### config.mk
export PLATFORM = sky130hd
export DESIGN_NAME = reset_cause_status_logic
export DESIGN_NICKNAME = d
export VERILOG_FILES = /design/src/reset_cause_pkg.sv /design/src/reset_cause_status_logic.sv
export SDC_FILE = /design/constraint.sdc
export NUM_CORES = 1
export LEC_CHECK = 0
export BUFFER_PORTS_ARGS = -buffer_cell sky130_fd_sc_hd__buf_2
export CAP_MARGIN = 25
export CORE_ASPECT_RATIO = 0.8
export CORE_MARGIN = 1.5
export CORE_UTILIZATION = 45
export DETAILED_ROUTE_END_ITERATION = 8
export GPL_TIMING_DRIVEN = 0
export PLACE_DENSITY = 0.77
export SYNTH_ARGS = -nofsm -noshare
export SYNTH_HDL_FRONTEND = slang
export SYNTH_SLANG_ARGS = --single-unit
### constraint.sdc
create_clock -name i_sys_clk -period 2.1 [get_ports i_sys_clk]
set_input_delay 0.21 -clock i_sys_clk [delete_from_list [all_inputs] [get_ports i_sys_clk]]
set_output_delay 0.21 -clock i_sys_clk [all_outputs]
set_load 0.02 [all_outputs]
### src/reset_cause_pkg.sv
// Constants, register map and state codes for the reset cause and start-up sequencer
package reset_cause_pkg;

    // System clock rate
    localparam int SYS_CLK_MHZ = 125;

    // Register byte offsets on the AXI4-Lite port
    localparam int ADDR_W = 8;
    localparam logic [ADDR_W-1:0] OFS_RESET_CAUSE_FLAGS = 8'h00;
    localparam logic [ADDR_W-1:0] OFS_CPU_STATUS = 8'h04;
    localparam logic [ADDR_W-1:0] OFS_IRQ_STATUS = 8'h08;
    localparam logic [ADDR_W-1:0] OFS_IRQ_MASK = 8'h0C;

    // Field positions
    localparam int BIT_BROWNOUT = 0;
    localparam int BIT_POWERON = 1;
    localparam int BIT_SLEEP_ENTERED = 3;
    localparam int BIT_WATCHDOG_EXPIRED = 4;

    // Event bits of the interrupt status and mask registers
    localparam int EV_W = 6;
    localparam int EV_POWERON = 0;
    localparam int EV_BROWNOUT = 1;
    localparam int EV_EXT_PIN = 2;
    localparam int EV_WDT_RESET = 3;
    localparam int EV_WDT_WAKE = 4;
    localparam int EV_IRQ_WAKE = 5;
    localparam logic [EV_W-1:0] IRQ_STATUS_RESET = 6'h01;
    localparam logic [EV_W-1:0] IRQ_MASK_RESET = 6'h00;

    // Bus responses
    localparam logic [1:0] RESP_OKAY = 2'h0;
    localparam logic [1:0] RESP_SLVERR = 2'h2;

    // Program counter values
    localparam int PC_W = 13;
    localparam logic [PC_W-1:0] PC_RESET_VECTOR = 13'h0000;
    localparam logic [PC_W-1:0] PC_IRQ_VECTOR = 13'h0004;
    localparam logic [PC_W-1:0] PC_STEP = 13'h0001;

    // Timing: start-up timer length is not fixed here, a plain default
    localparam int STARTUP_TIMER_US = 64;
    localparam int STARTUP_TIMER_CYCLES = STARTUP_TIMER_US * SYS_CLK_MHZ;
    // Processor start-up delay, least of 5 us, rounded up to whole cycles
    localparam int CPU_DELAY_NS = 5000;
    localparam int CPU_DELAY_CYCLES = (CPU_DELAY_NS * SYS_CLK_MHZ + 999) / 1000;
    // Crystal settling count in oscillator cycles
    localparam int CRYSTAL_SETTLE_TICKS = 1024;

    // Oscillator configuration codes
    localparam logic [1:0] OSC_CRYSTAL = 2'h0;
    localparam logic [1:0] OSC_RC = 2'h1;
    localparam logic [1:0] OSC_SECONDARY = 2'h2;

    // Sequencer states, one-hot
    typedef enum logic [4:0] {
        S_RUN = 5'b00001,
        S_PIN_HOLD = 5'b00010,
        S_TIMER = 5'b00100,
        S_SETTLE = 5'b01000,
        S_CPU_DELAY = 5'b10000
    } seq_state_t;

endpackage : reset_cause_pkg

### src/reset_cause_status_logic.sv
// Reset cause flags, processor status flags and start-up sequencer with AXI4-Lite registers
// Operation
// - Bit 0 brownout flag, cleared by brown-out
// - Brownout flag meaningless while detection disabled
// - Bit 1 poweron flag, cleared only by power-on
// - Start-up timer runs first at power-on
// - Crystal modes count 1024 oscillator cycles
// - Processor delay on wake, and on power-on, brown-out with timer disabled; non-crystal modes only
// - Power-on sets both status flags, clears poweron
// - Cause encodings for brown-out and watchdog
// - Pin reset while running keeps status flags
// - Pin reset in sleep, irq wake: 1,0
// - Resets load 000h, wakes resume next
// - Irq wake with global enable vectors 0004h
// - Status register values per cause
// - Cause bits change only on power/brown-out
// - Register init scope differs by cause
//
// Local design decisions: the address map and register access over AXI4-Lite.
module reset_cause_status_logic
    import reset_cause_pkg::*;
#(
    parameter int unsigned STARTUP_CYCLES = STARTUP_TIMER_CYCLES,
    parameter logic BROWNOUT_POR_VALUE = 1'b0
) (
    input wire logic i_sys_clk,
    input wire logic i_rst,
    input wire logic [ADDR_W-1:0] i_awaddr,
    input wire logic i_awvalid,
    output logic o_awready,
    input wire logic [31:0] i_wdata,
    input wire logic [3:0] i_wstrb,
    input wire logic i_wvalid,
    output logic o_wready,
    output logic [1:0] o_bresp,
    output logic o_bvalid,
    input wire logic i_bready,
    input wire logic [ADDR_W-1:0] i_araddr,
    input wire logic i_arvalid,
    output logic o_arready,
    output logic [31:0] o_rdata,
    output logic [1:0] o_rresp,
    output logic o_rvalid,
    input wire logic i_rready,
    input wire logic i_bor_enable,
    input wire logic i_bor_detect,
    input wire logic i_ext_reset_n,
    input wire logic i_watchdog_timeout,
    input wire logic i_watchdog_clear,
    input wire logic i_sleep_enter,
    input wire logic i_irq_wake,
    input wire logic i_global_irq_enable,
    input wire logic i_startup_timer_disable,
    input wire logic [1:0] i_osc_mode,
    input wire logic i_osc_tick,
    input wire logic [PC_W-1:0] i_pc_current,
    output logic o_cpu_hold,
    output logic o_pc_load,
    output logic [PC_W-1:0] o_pc_value,
    output logic o_ctrl_init,
    output logic o_data_init,
    output logic o_watchdog_expired_flag,
    output logic o_sleep_entered_flag,
    output logic o_irq
);

    localparam int CNT_MAX = (STARTUP_CYCLES > CPU_DELAY_CYCLES) ? STARTUP_CYCLES
                                                                 : CPU_DELAY_CYCLES;
    localparam int CNT_W = $clog2(CNT_MAX + CRYSTAL_SETTLE_TICKS) + 1;
    localparam logic [CNT_W-1:0] TIMER_LAST = CNT_W'(STARTUP_CYCLES - 1);
    localparam logic [CNT_W-1:0] SETTLE_LAST = CNT_W'(CRYSTAL_SETTLE_TICKS - 1);
    localparam logic [CNT_W-1:0] CPU_LAST = CNT_W'(CPU_DELAY_CYCLES - 1);
    localparam logic [CNT_W-1:0] CNT_ONE = CNT_W'(1);

    // Bus slave state
    logic aw_held, next_aw_held;
    logic [ADDR_W-1:0] aw_addr, next_aw_addr;
    logic w_held, next_w_held;
    logic [31:0] w_data, next_w_data;
    logic [3:0] w_strb, next_w_strb;
    logic bvalid, next_bvalid;
    logic [1:0] bresp, next_bresp;
    logic rvalid, next_rvalid;
    logic [31:0] rdata, next_rdata;
    logic [1:0] rresp, next_rresp;
    logic wr_fire;

    // Cause and sequencer state
    seq_state_t state, next_state;
    logic [CNT_W-1:0] cnt, next_cnt;
    logic brownout_flag, next_brownout_flag;
    logic poweron_flag, next_poweron_flag;
    logic watchdog_expired_flag, next_watchdog_expired_flag;
    logic sleep_entered_flag, next_sleep_entered_flag;
    logic sleeping, next_sleeping;
    logic pc_load, next_pc_load;
    logic [PC_W-1:0] pc_value, next_pc_value;
    logic ctrl_init, next_ctrl_init;
    logic data_init, next_data_init;
    logic [EV_W-1:0] irq_status, next_irq_status;
    logic [EV_W-1:0] irq_mask, next_irq_mask;
    logic [EV_W-1:0] events;
    seq_state_t wake_state;
    logic [PC_W-1:0] pc_next_instr;

    assign wr_fire = aw_held && w_held && !bvalid;
    assign o_awready = !aw_held && !bvalid;
    assign o_wready = !w_held && !bvalid;
    assign o_arready = !rvalid;
    assign o_bvalid = bvalid;
    assign o_bresp = bresp;
    assign o_rvalid = rvalid;
    assign o_rdata = rdata;
    assign o_rresp = rresp;

    // Bus channels: address and data may arrive in either order
    always_comb begin
        next_aw_held = aw_held;
        next_aw_addr = aw_addr;
        next_w_held = w_held;
        next_w_data = w_data;
        next_w_strb = w_strb;
        next_bvalid = bvalid;
        next_bresp = bresp;
        next_rvalid = rvalid;
        next_rdata = rdata;
        next_rresp = rresp;
        if (i_awvalid && o_awready) begin
            next_aw_held = 1'b1;
            next_aw_addr = i_awaddr;
        end
        if (i_wvalid && o_wready) begin
            next_w_held = 1'b1;
            next_w_data = i_wdata;
            next_w_strb = i_wstrb;
        end
        if (wr_fire) begin
            next_aw_held = 1'b0;
            next_w_held = 1'b0;
            next_bvalid = 1'b1;
            unique case (aw_addr)
                OFS_RESET_CAUSE_FLAGS, OFS_CPU_STATUS, OFS_IRQ_STATUS,
                OFS_IRQ_MASK: next_bresp = RESP_OKAY;
                default: next_bresp = RESP_SLVERR;
            endcase
        end else if (bvalid && i_bready) begin
            next_bvalid = 1'b0;
        end
        if (i_arvalid && o_arready) begin
            next_rvalid = 1'b1;
            next_rresp = RESP_OKAY;
            next_rdata = 32'h0000_0000;
            unique case (i_araddr)
                OFS_RESET_CAUSE_FLAGS: begin
                    next_rdata[BIT_BROWNOUT] = brownout_flag;
                    next_rdata[BIT_POWERON] = poweron_flag;
                end
                OFS_CPU_STATUS: begin
                    next_rdata[BIT_WATCHDOG_EXPIRED] = watchdog_expired_flag;
                    next_rdata[BIT_SLEEP_ENTERED] = sleep_entered_flag;
                end
                OFS_IRQ_STATUS: next_rdata[EV_W-1:0] = irq_status;
                OFS_IRQ_MASK: next_rdata[EV_W-1:0] = irq_mask;
                default: next_rresp = RESP_SLVERR;
            endcase
        end else if (rvalid && i_rready) begin
            next_rvalid = 1'b0;
        end
    end

    always_ff @(posedge i_sys_clk) begin
        if (i_rst) begin
            aw_held <= 1'b0;
            aw_addr <= '0;
            w_held <= 1'b0;
            w_data <= 32'h0000_0000;
            w_strb <= 4'h0;
            bvalid <= 1'b0;
            bresp <= RESP_OKAY;
            rvalid <= 1'b0;
            rdata <= 32'h0000_0000;
            rresp <= RESP_OKAY;
        end else begin
            aw_held <= next_aw_held;
            aw_addr <= next_aw_addr;
            w_held <= next_w_held;
            w_data <= next_w_data;
            w_strb <= next_w_strb;
            bvalid <= next_bvalid;
            bresp <= next_bresp;
            rvalid <= next_rvalid;
            rdata <= next_rdata;
            rresp <= next_rresp;
        end
    end

    // Wake-up delay depends on the oscillator: crystals must settle first
    assign wake_state = (i_osc_mode == OSC_CRYSTAL) ? S_SETTLE : S_CPU_DELAY;
    assign pc_next_instr = i_pc_current + PC_STEP;

    // Cause capture and start-up sequencing; later causes override earlier ones
    always_comb begin
        next_state = state;
        next_cnt = cnt;
        next_brownout_flag = brownout_flag;
        next_poweron_flag = poweron_flag;
        next_watchdog_expired_flag = watchdog_expired_flag;
        next_sleep_entered_flag = sleep_entered_flag;
        next_sleeping = sleeping;
        next_pc_load = 1'b0;
        next_pc_value = pc_value;
        next_ctrl_init = ctrl_init;
        next_data_init = data_init;
        events = '0;
        // Software side: only the two cause bits hold state
        if (wr_fire && aw_addr == OFS_RESET_CAUSE_FLAGS && w_strb[0]) begin
            next_brownout_flag = w_data[BIT_BROWNOUT];
            next_poweron_flag = w_data[BIT_POWERON];
        end
        unique case (state)
            S_RUN: begin
                if (i_watchdog_timeout && sleeping) begin
                    next_watchdog_expired_flag = 1'b0;
                    next_sleep_entered_flag = 1'b0;
                    next_sleeping = 1'b0;
                    next_pc_value = pc_next_instr;
                    next_cnt = '0;
                    next_state = wake_state;
                    events[EV_WDT_WAKE] = 1'b1;
                end else if (i_watchdog_timeout) begin
                    next_watchdog_expired_flag = 1'b0;
                    next_sleep_entered_flag = 1'b1;
                    next_pc_value = PC_RESET_VECTOR;
                    next_ctrl_init = 1'b1;
                    next_state = S_PIN_HOLD;
                    events[EV_WDT_RESET] = 1'b1;
                end else if (i_irq_wake && sleeping) begin
                    next_watchdog_expired_flag = 1'b1;
                    next_sleep_entered_flag = 1'b0;
                    next_sleeping = 1'b0;
                    next_pc_value = i_global_irq_enable ? PC_IRQ_VECTOR
                                                        : pc_next_instr;
                    next_cnt = '0;
                    next_state = wake_state;
                    events[EV_IRQ_WAKE] = 1'b1;
                end else if (i_sleep_enter) begin
                    next_sleeping = 1'b1;
                    next_watchdog_expired_flag = 1'b1;
                    next_sleep_entered_flag = 1'b0;
                end else if (i_watchdog_clear) begin
                    next_watchdog_expired_flag = 1'b1;
                    next_sleep_entered_flag = 1'b1;
                end
            end
            S_TIMER: begin
                // Disabled timer is skipped at once
                if (i_startup_timer_disable || cnt == TIMER_LAST) begin
                    next_cnt = '0;
                    next_state = (i_osc_mode == OSC_CRYSTAL) ? S_SETTLE
                        : (i_startup_timer_disable ? S_CPU_DELAY : S_PIN_HOLD);
                end else begin
                    next_cnt = cnt + CNT_ONE;
                end
            end
            S_SETTLE: begin
                if (i_osc_tick) begin
                    next_cnt = cnt + CNT_ONE;
                    if (cnt == SETTLE_LAST) begin
                        next_cnt = '0;
                        next_state = S_PIN_HOLD;
                    end
                end
            end
            S_CPU_DELAY: begin
                next_cnt = cnt + CNT_ONE;
                if (cnt == CPU_LAST) begin
                    next_cnt = '0;
                    next_state = S_PIN_HOLD;
                end
            end
            S_PIN_HOLD: begin
                // Release only once the external pin is high again
                if (i_ext_reset_n) begin
                    next_state = S_RUN;
                    next_pc_load = 1'b1;
                    next_ctrl_init = 1'b0;
                    next_data_init = 1'b0;
                end
            end
        endcase
        // Pin reset while running; cause bits stay as they were
        if (!i_ext_reset_n && state == S_RUN) begin
            if (sleeping) begin
                next_watchdog_expired_flag = 1'b1;
                next_sleep_entered_flag = 1'b0;
            end else begin
                next_watchdog_expired_flag = watchdog_expired_flag;
                next_sleep_entered_flag = sleep_entered_flag;
            end
            next_sleeping = 1'b0;
            next_pc_value = PC_RESET_VECTOR;
            next_ctrl_init = 1'b1;
            next_cnt = '0;
            next_state = S_PIN_HOLD;
            events[EV_EXT_PIN] = 1'b1;
        end
        // Brown-out outranks all; flag content is not trusted when disabled
        if (i_bor_enable && i_bor_detect) begin
            next_brownout_flag = 1'b0;
            next_watchdog_expired_flag = 1'b1;
            next_sleep_entered_flag = 1'b1;
            next_sleeping = 1'b0;
            next_pc_value = PC_RESET_VECTOR;
            next_ctrl_init = 1'b1;
            next_data_init = 1'b1;
            next_cnt = '0;
            next_state = S_TIMER;
            events[EV_BROWNOUT] = 1'b1;
        end
    end

    // Power-on is the synchronous reset itself
    always_ff @(posedge i_sys_clk) begin
        if (i_rst) begin
            state <= S_TIMER;
            cnt <= '0;
            brownout_flag <= BROWNOUT_POR_VALUE;
            poweron_flag <= 1'b0;
            watchdog_expired_flag <= 1'b1;
            sleep_entered_flag <= 1'b1;
            sleeping <= 1'b0;
            pc_load <= 1'b0;
            pc_value <= PC_RESET_VECTOR;
            ctrl_init <= 1'b1;
            data_init <= 1'b1;
        end else begin
            state <= next_state;
            cnt <= next_cnt;
            brownout_flag <= next_brownout_flag;
            poweron_flag <= next_poweron_flag;
            watchdog_expired_flag <= next_watchdog_expired_flag;
            sleep_entered_flag <= next_sleep_entered_flag;
            sleeping <= next_sleeping;
            pc_load <= next_pc_load;
            pc_value <= next_pc_value;
            ctrl_init <= next_ctrl_init;
            data_init <= next_data_init;
        end
    end

    // Interrupt status: a new event wins over a same-cycle write-one clear
    always_comb begin
        next_irq_status = irq_status;
        next_irq_mask = irq_mask;
        if (wr_fire && w_strb[0] && aw_addr == OFS_IRQ_STATUS) begin
            next_irq_status = irq_status & ~w_data[EV_W-1:0];
        end
        if (wr_fire && w_strb[0] && aw_addr == OFS_IRQ_MASK) begin
            next_irq_mask = w_data[EV_W-1:0];
        end
        next_irq_status = next_irq_status | events;
    end

    always_ff @(posedge i_sys_clk) begin
        if (i_rst) begin
            irq_status <= IRQ_STATUS_RESET;
            irq_mask <= IRQ_MASK_RESET;
        end else begin
            irq_status <= next_irq_status;
            irq_mask <= next_irq_mask;
        end
    end

    // Outputs to the core
    assign o_cpu_hold = (state != S_RUN);
    assign o_pc_load = pc_load;
    assign o_pc_value = pc_value;
    assign o_ctrl_init = ctrl_init;
    assign o_data_init = data_init;
    assign o_watchdog_expired_flag = watchdog_expired_flag;
    assign o_sleep_entered_flag = sleep_entered_flag;
    assign o_irq = |(irq_status & irq_mask);

endmodule : reset_cause_status_logic

Word level (Yosys, flattened, before mapping) --
Index checks and enable logic that the tools add are counted.
Word-level totals: flip-flop bits (word level) 82, input bits 84, output and inout bits 61
Operators by class: reduce and logical (&&, ||, !) cells 50, mux-type cells 69, equal/unequal tests 33, bitwise gates (word level) 5, add/sub/neg operators 2
Operator list (count):
- $mux 15 | 7
- $pmux 15 s4 | 1
- $mux 5 | 11
- $mux 13 | 4
- $mux 1 | 35
- $eq 8x4->1 const B | 4
- $eq 15x10->1 const B | 2
- $pmux 5 s5 | 1
- $ne 3x3->1 const B | 7
- $logic_and 1x1->1 | 18
- $eq 8x3->1 const B | 2
- $logic_not 8->1 | 2
- $ne 2x2->1 const B | 8
- $add 15x1->15 const B | 1
- $eq 15x13->1 const B | 1
- $add 13x1->13 const B | 1
- $and 6x6->6 | 2
- $pmux 2 s3 | 2
- $reduce_and 6->1 | 2
- $reduce_and 4->1 | 2
- $reduce_bool 2->1 | 4
- $reduce_or 4->1 | 2
- $mux 3 | 2
- $mux 6 | 1
- 25 further kinds | 37

Logic depth before layout (Yosys ltp) --
word-level depth 7, gate-level depth with buffers 9

Least setup slack after synthesis --
OpenSTA, ideal clock, no wires.
path kind flip-flop to flip-flop, start reg state[3], end reg cnt[11], setup slack 0.033 ns, data arrival time 1.997 ns, buffers on the path 2, period minus slack after synthesis 2.067 ns, data required time 2.030 ns, stages on the path, launching flop included 9, cells stage by stage dfxtp_1 -> buf_6 -> nor3b_2 -> o2111ai_1 -> a21o_1 -> or4_1 -> clkbuf_1 -> or3_1 -> a21oi_1
Between the ends: word-level cells in the longest chain between the ends 3
Ends and longest elaborated chain:
- from (decl) | line reset_cause_status_logic.sv:89 | seq_state_t state, next_state;
- from (signal assigned) | line reset_cause_status_logic.sv:337 | state <= next_state;
- $eq 5x1->1 (tied with other cells) | line reset_cause_status_logic.sv:220, reset_cause_status_logic.sv:292
- $ne 3x3->1 (no source line) (tied with other cells)
- $reduce_and 4->1 (no source line) / $reduce_or 3->1 (equally long branches)
- to (signal assigned) | line reset_cause_status_logic.sv:338 | cnt <= next_cnt;
- to (decl) | line reset_cause_status_logic.sv:90 | logic [CNT_W-1:0] cnt, next_cnt;
Several ways; a longest one is shown, not always the timed one. A chain may end at the register's enable or synchronous reset.

Worst setup path after layout --
start reg state[2], end reg cnt[11]
Same word-level chain as after synthesis.

==> impl_metrics.json <==
{
  "drc": 0,
  "cts_buffers": 9,
  "final_area_um2": 4880,
  "seq_area_frac_synth": 0.404,
  "place_hpwl_mm": 7.13,
  "synth.ff_latch_count": 80,
  "fmax_ghz": 0.476,
  "dieArea_um2": 9380,
  "r2r_cells": 6,
  "synth-compound-area-share": 0.134,
  "syn_inst": 490,
  "cp_data_arrival_time_ps": 2390,
  "path_class": "reg2reg",
  "grt.total_usage": 0.202,
  "layout_setup_ws_ps": 0.177,
  "cap_violations": 0,
  "leakagePower_nw": 2.01,
  "yosysTopAreaCell": "dfxtp_1",
  "slew_violations": 0,
  "start_util": 0.465,
  "rows": 30,
  "crit_path_start_kind": "flop",
  "ant_nets": 0,
  "io_buffers": 83,
  "clkSinkCount": 80,
  "hold_buffers": 0,
  "cts_max_level": 3,
  "synth_fa_ha_area_frac": 0.00948,
  "crit_required_ps": 2390,
  "period_share": 1.00,
  "hold_class": "in2reg",
  "firstDrtPassIters": 5,
  "synth.distinct_cells": 52,
  "synth-simple-area-share": 0.252,
  "cp-end-kind": "flop",
  "hold_depth": 2,
  "coreArea_um2": 8520,
  "vias_per_cell": 5.14,
  "synth_xor_area_frac": 0.0486,
  "gr-total-overflow": 0,
  "postPlaceCellArea_um2": 4620,
  "synth_area_leaders": "dfxtp_1 (40%), nor2_1 (7.3%), buf_4 (5.3%), mux2i_1 (5.1%), nand2_1 (4.7%)",
  "pre_cts_ws_ps": -377,
  "finalWirelength_mm": 9.38,
  "fin_tns_setup_ps": 0,
  "setup_viol": 0,
  "critPathMaxStageDelay_ps": 590,
  "yosys-mux-area-fraction": 0.0619,
  "synth-async-reset-ratio": 0,
  "slew_headroom": 0.632,
  "synth_top_area_frac": 0.404,
  "utilization": 0.573,
  "grt_pass1_wl_mm": 15.2,
  "place.gp.congestion": 0.872,
  "power_density_nw_per_um2": 667,
  "die_y_um": 86.9,
  "grt_max_degree": 16,
  "rsz0062_at_grt": "yes",
  "cts_tree": "yes",
  "clock-root-buffer": "clkbuf_8",
  "avgSynthCellArea_um2": 8.08,
  "wl_per_cell_um": 12.9,
  "grt_pass1_vias": 3305,
  "io-pin-count": 145,
  "area_delta_synth_final_pct": 23.2,
  "path_cells": "nor3b_2 > o2111ai_1 > a21o_1 > or4_4 > or3_4 > a21oi_2",
  "drt-initial-drc-count": 255,
  "vias": 3732,
  "fp.dieW_um": 108,
  "worst_pin_slew_ps": 551,
  "crit_path_top_delay_cell": "or4_4",
  "clk_path_buf_depth": 2,
  "clk_pin_slew_ps": 90,
  "crit_fanout": 8,
  "status": "finished, final reports clean",
  "synth_edf_count": 0,
  "clkLatencyLatePin_ps": 350,
  "clock_skew_ps": 11.2,
  "yosysWarnings": 0,
  "dominantRegCellSynth": "dfxtp_1",
  "finalCriticalPeriod_ps": 2100,
  "hold_viol_final": 0,
  "ir_drop_mv": 0.399,
  "drive_gt1_frac": 0.259,
  "insertedDiodeCount": 0,
  "antenna_found_initial": 0,
  "syn_area_um2": 3960,
  "layout.nets": 696,
  "synth_top_family_by_area": "simple AND/OR/NAND/NOR gates"
}
==> metal layers <==
layer  part of all wire  track usage  vias to the layer above
met1               0.46        0.264                     1717
met4             0.0079       0.0407                        0
li1                   -            -                     1880
met5                  0            0                        -
met2               0.47        0.344                      125
met3              0.058       0.0479                       10
==> repair_timing <==
action	CTS	global route
endpoints found under the setup margin	27	35
resized for setup	10	18
cloned	0	0
setup buffers	2	1
pin swaps	3	9
==> cell type report <==
type / instances / area (um2)
Buffer: 45 / 282
Clock buffer: 10 / 138
Clock inverter: 6 / 51.3
Fill cell: 780 / 3640
Inverter: 13 / 48.8
Multi-Input combinational cell: 374 / 2170
Sequential cell: 80 / 1610
Tap cell: 112 / 140
Timing Repair Buffer: 86 / 438
==> critical path: cells and delay by family, from the launching register on <==
family           cells  cell delay (ps)
AO/OA/AOI/OAI        3              480
AND/OR/NAND/NOR      3             1180
flip-flops           1              380
==> registers in the layout, indices dropped and copies added, names as in the netlist, 5 cells and up <==
name and flops:
aw_addr 8, cnt 15, irq_mask 6, irq_status 6, o_pc_value 13, o_rdata 6
state 5, w_data 6
==> kinds of logic (layout without fill, tap and decap cells) <==
family / Yosys count / count (layout)
flip-flops: 80 / 80
multiplexers: 24 / 24
buffers and inverters: 63 / 160
AND/OR/NAND/NOR: 213 / 213
XOR/XNOR: 22 / 22
adder cells (fa/ha/maj): 3 / 3
AO/OA/AOI/OAI: 84 / 84
other: 1 / 28
==> worst paths after layout <==
kind / end / slack [ps] / startpoint
setup / recovery: cnt[11] / 0.2 / state[2]
hold / removal: o_rvalid / 40 / i_rready
setup reg to reg: cnt[11] / 0.2 / state[2]
hold reg to reg: o_data_init / 450 / o_data_init
==> Yosys cell counts, drive strengths merged, types with 10 or more instances <==
master   n
dfxtp   80
nor2    78
nand2   50
buf     32
a21oi   31
mux2i   20
nand3   20
clkbuf  18
nor3    16
a22oi   15
o21ai   15
inv     12
xnor2   12
xor2    10
==> layout by cell type, fill, tap and decap left out, types with 4 or more instances in the layout <==
master and count:
nand4_1 7, nand2_1 50, a22oi_1 15, buf_2 83, buf_4 32, clkbuf_8 10, or3_1 5, xnor2_1 12
and3_1 4, nor3_1 16, nand3_1 20, a21oi_1 29, clkbuf_1 13, conb_1 28, mux2_2 4, o21ai_0 13
a22o_1 4, nand2b_1 7, mux2i_1 20, nor4_1 4, nor2_1 74, xor2_1 10, dfxtp_1 75, inv_1 12
==> stage by stage <==
step                hold slack [ps]  power [W]  cells
detailed placement              406    0.00217    712
global route                   23.4    0.00342    726
finish                         37.4    0.00326    726
global placement                398    0.00215    712
CTS                            28.1    0.00326    728
floorplan                       310    0.00201    517
==> where the power goes <==
part | internal (W) | switching [W] | leakage [nW] | total (W)
clock | 0.000478 | 0.000602 | 0.0875 | 0.00108
sequential | 0.00156 | 0.0000529 | 0.651 | 0.00162
combinational | 0.000232 | 0.000329 | 1.27 | 0.000561
Note: power is estimated with default switching activity, not from simulation.
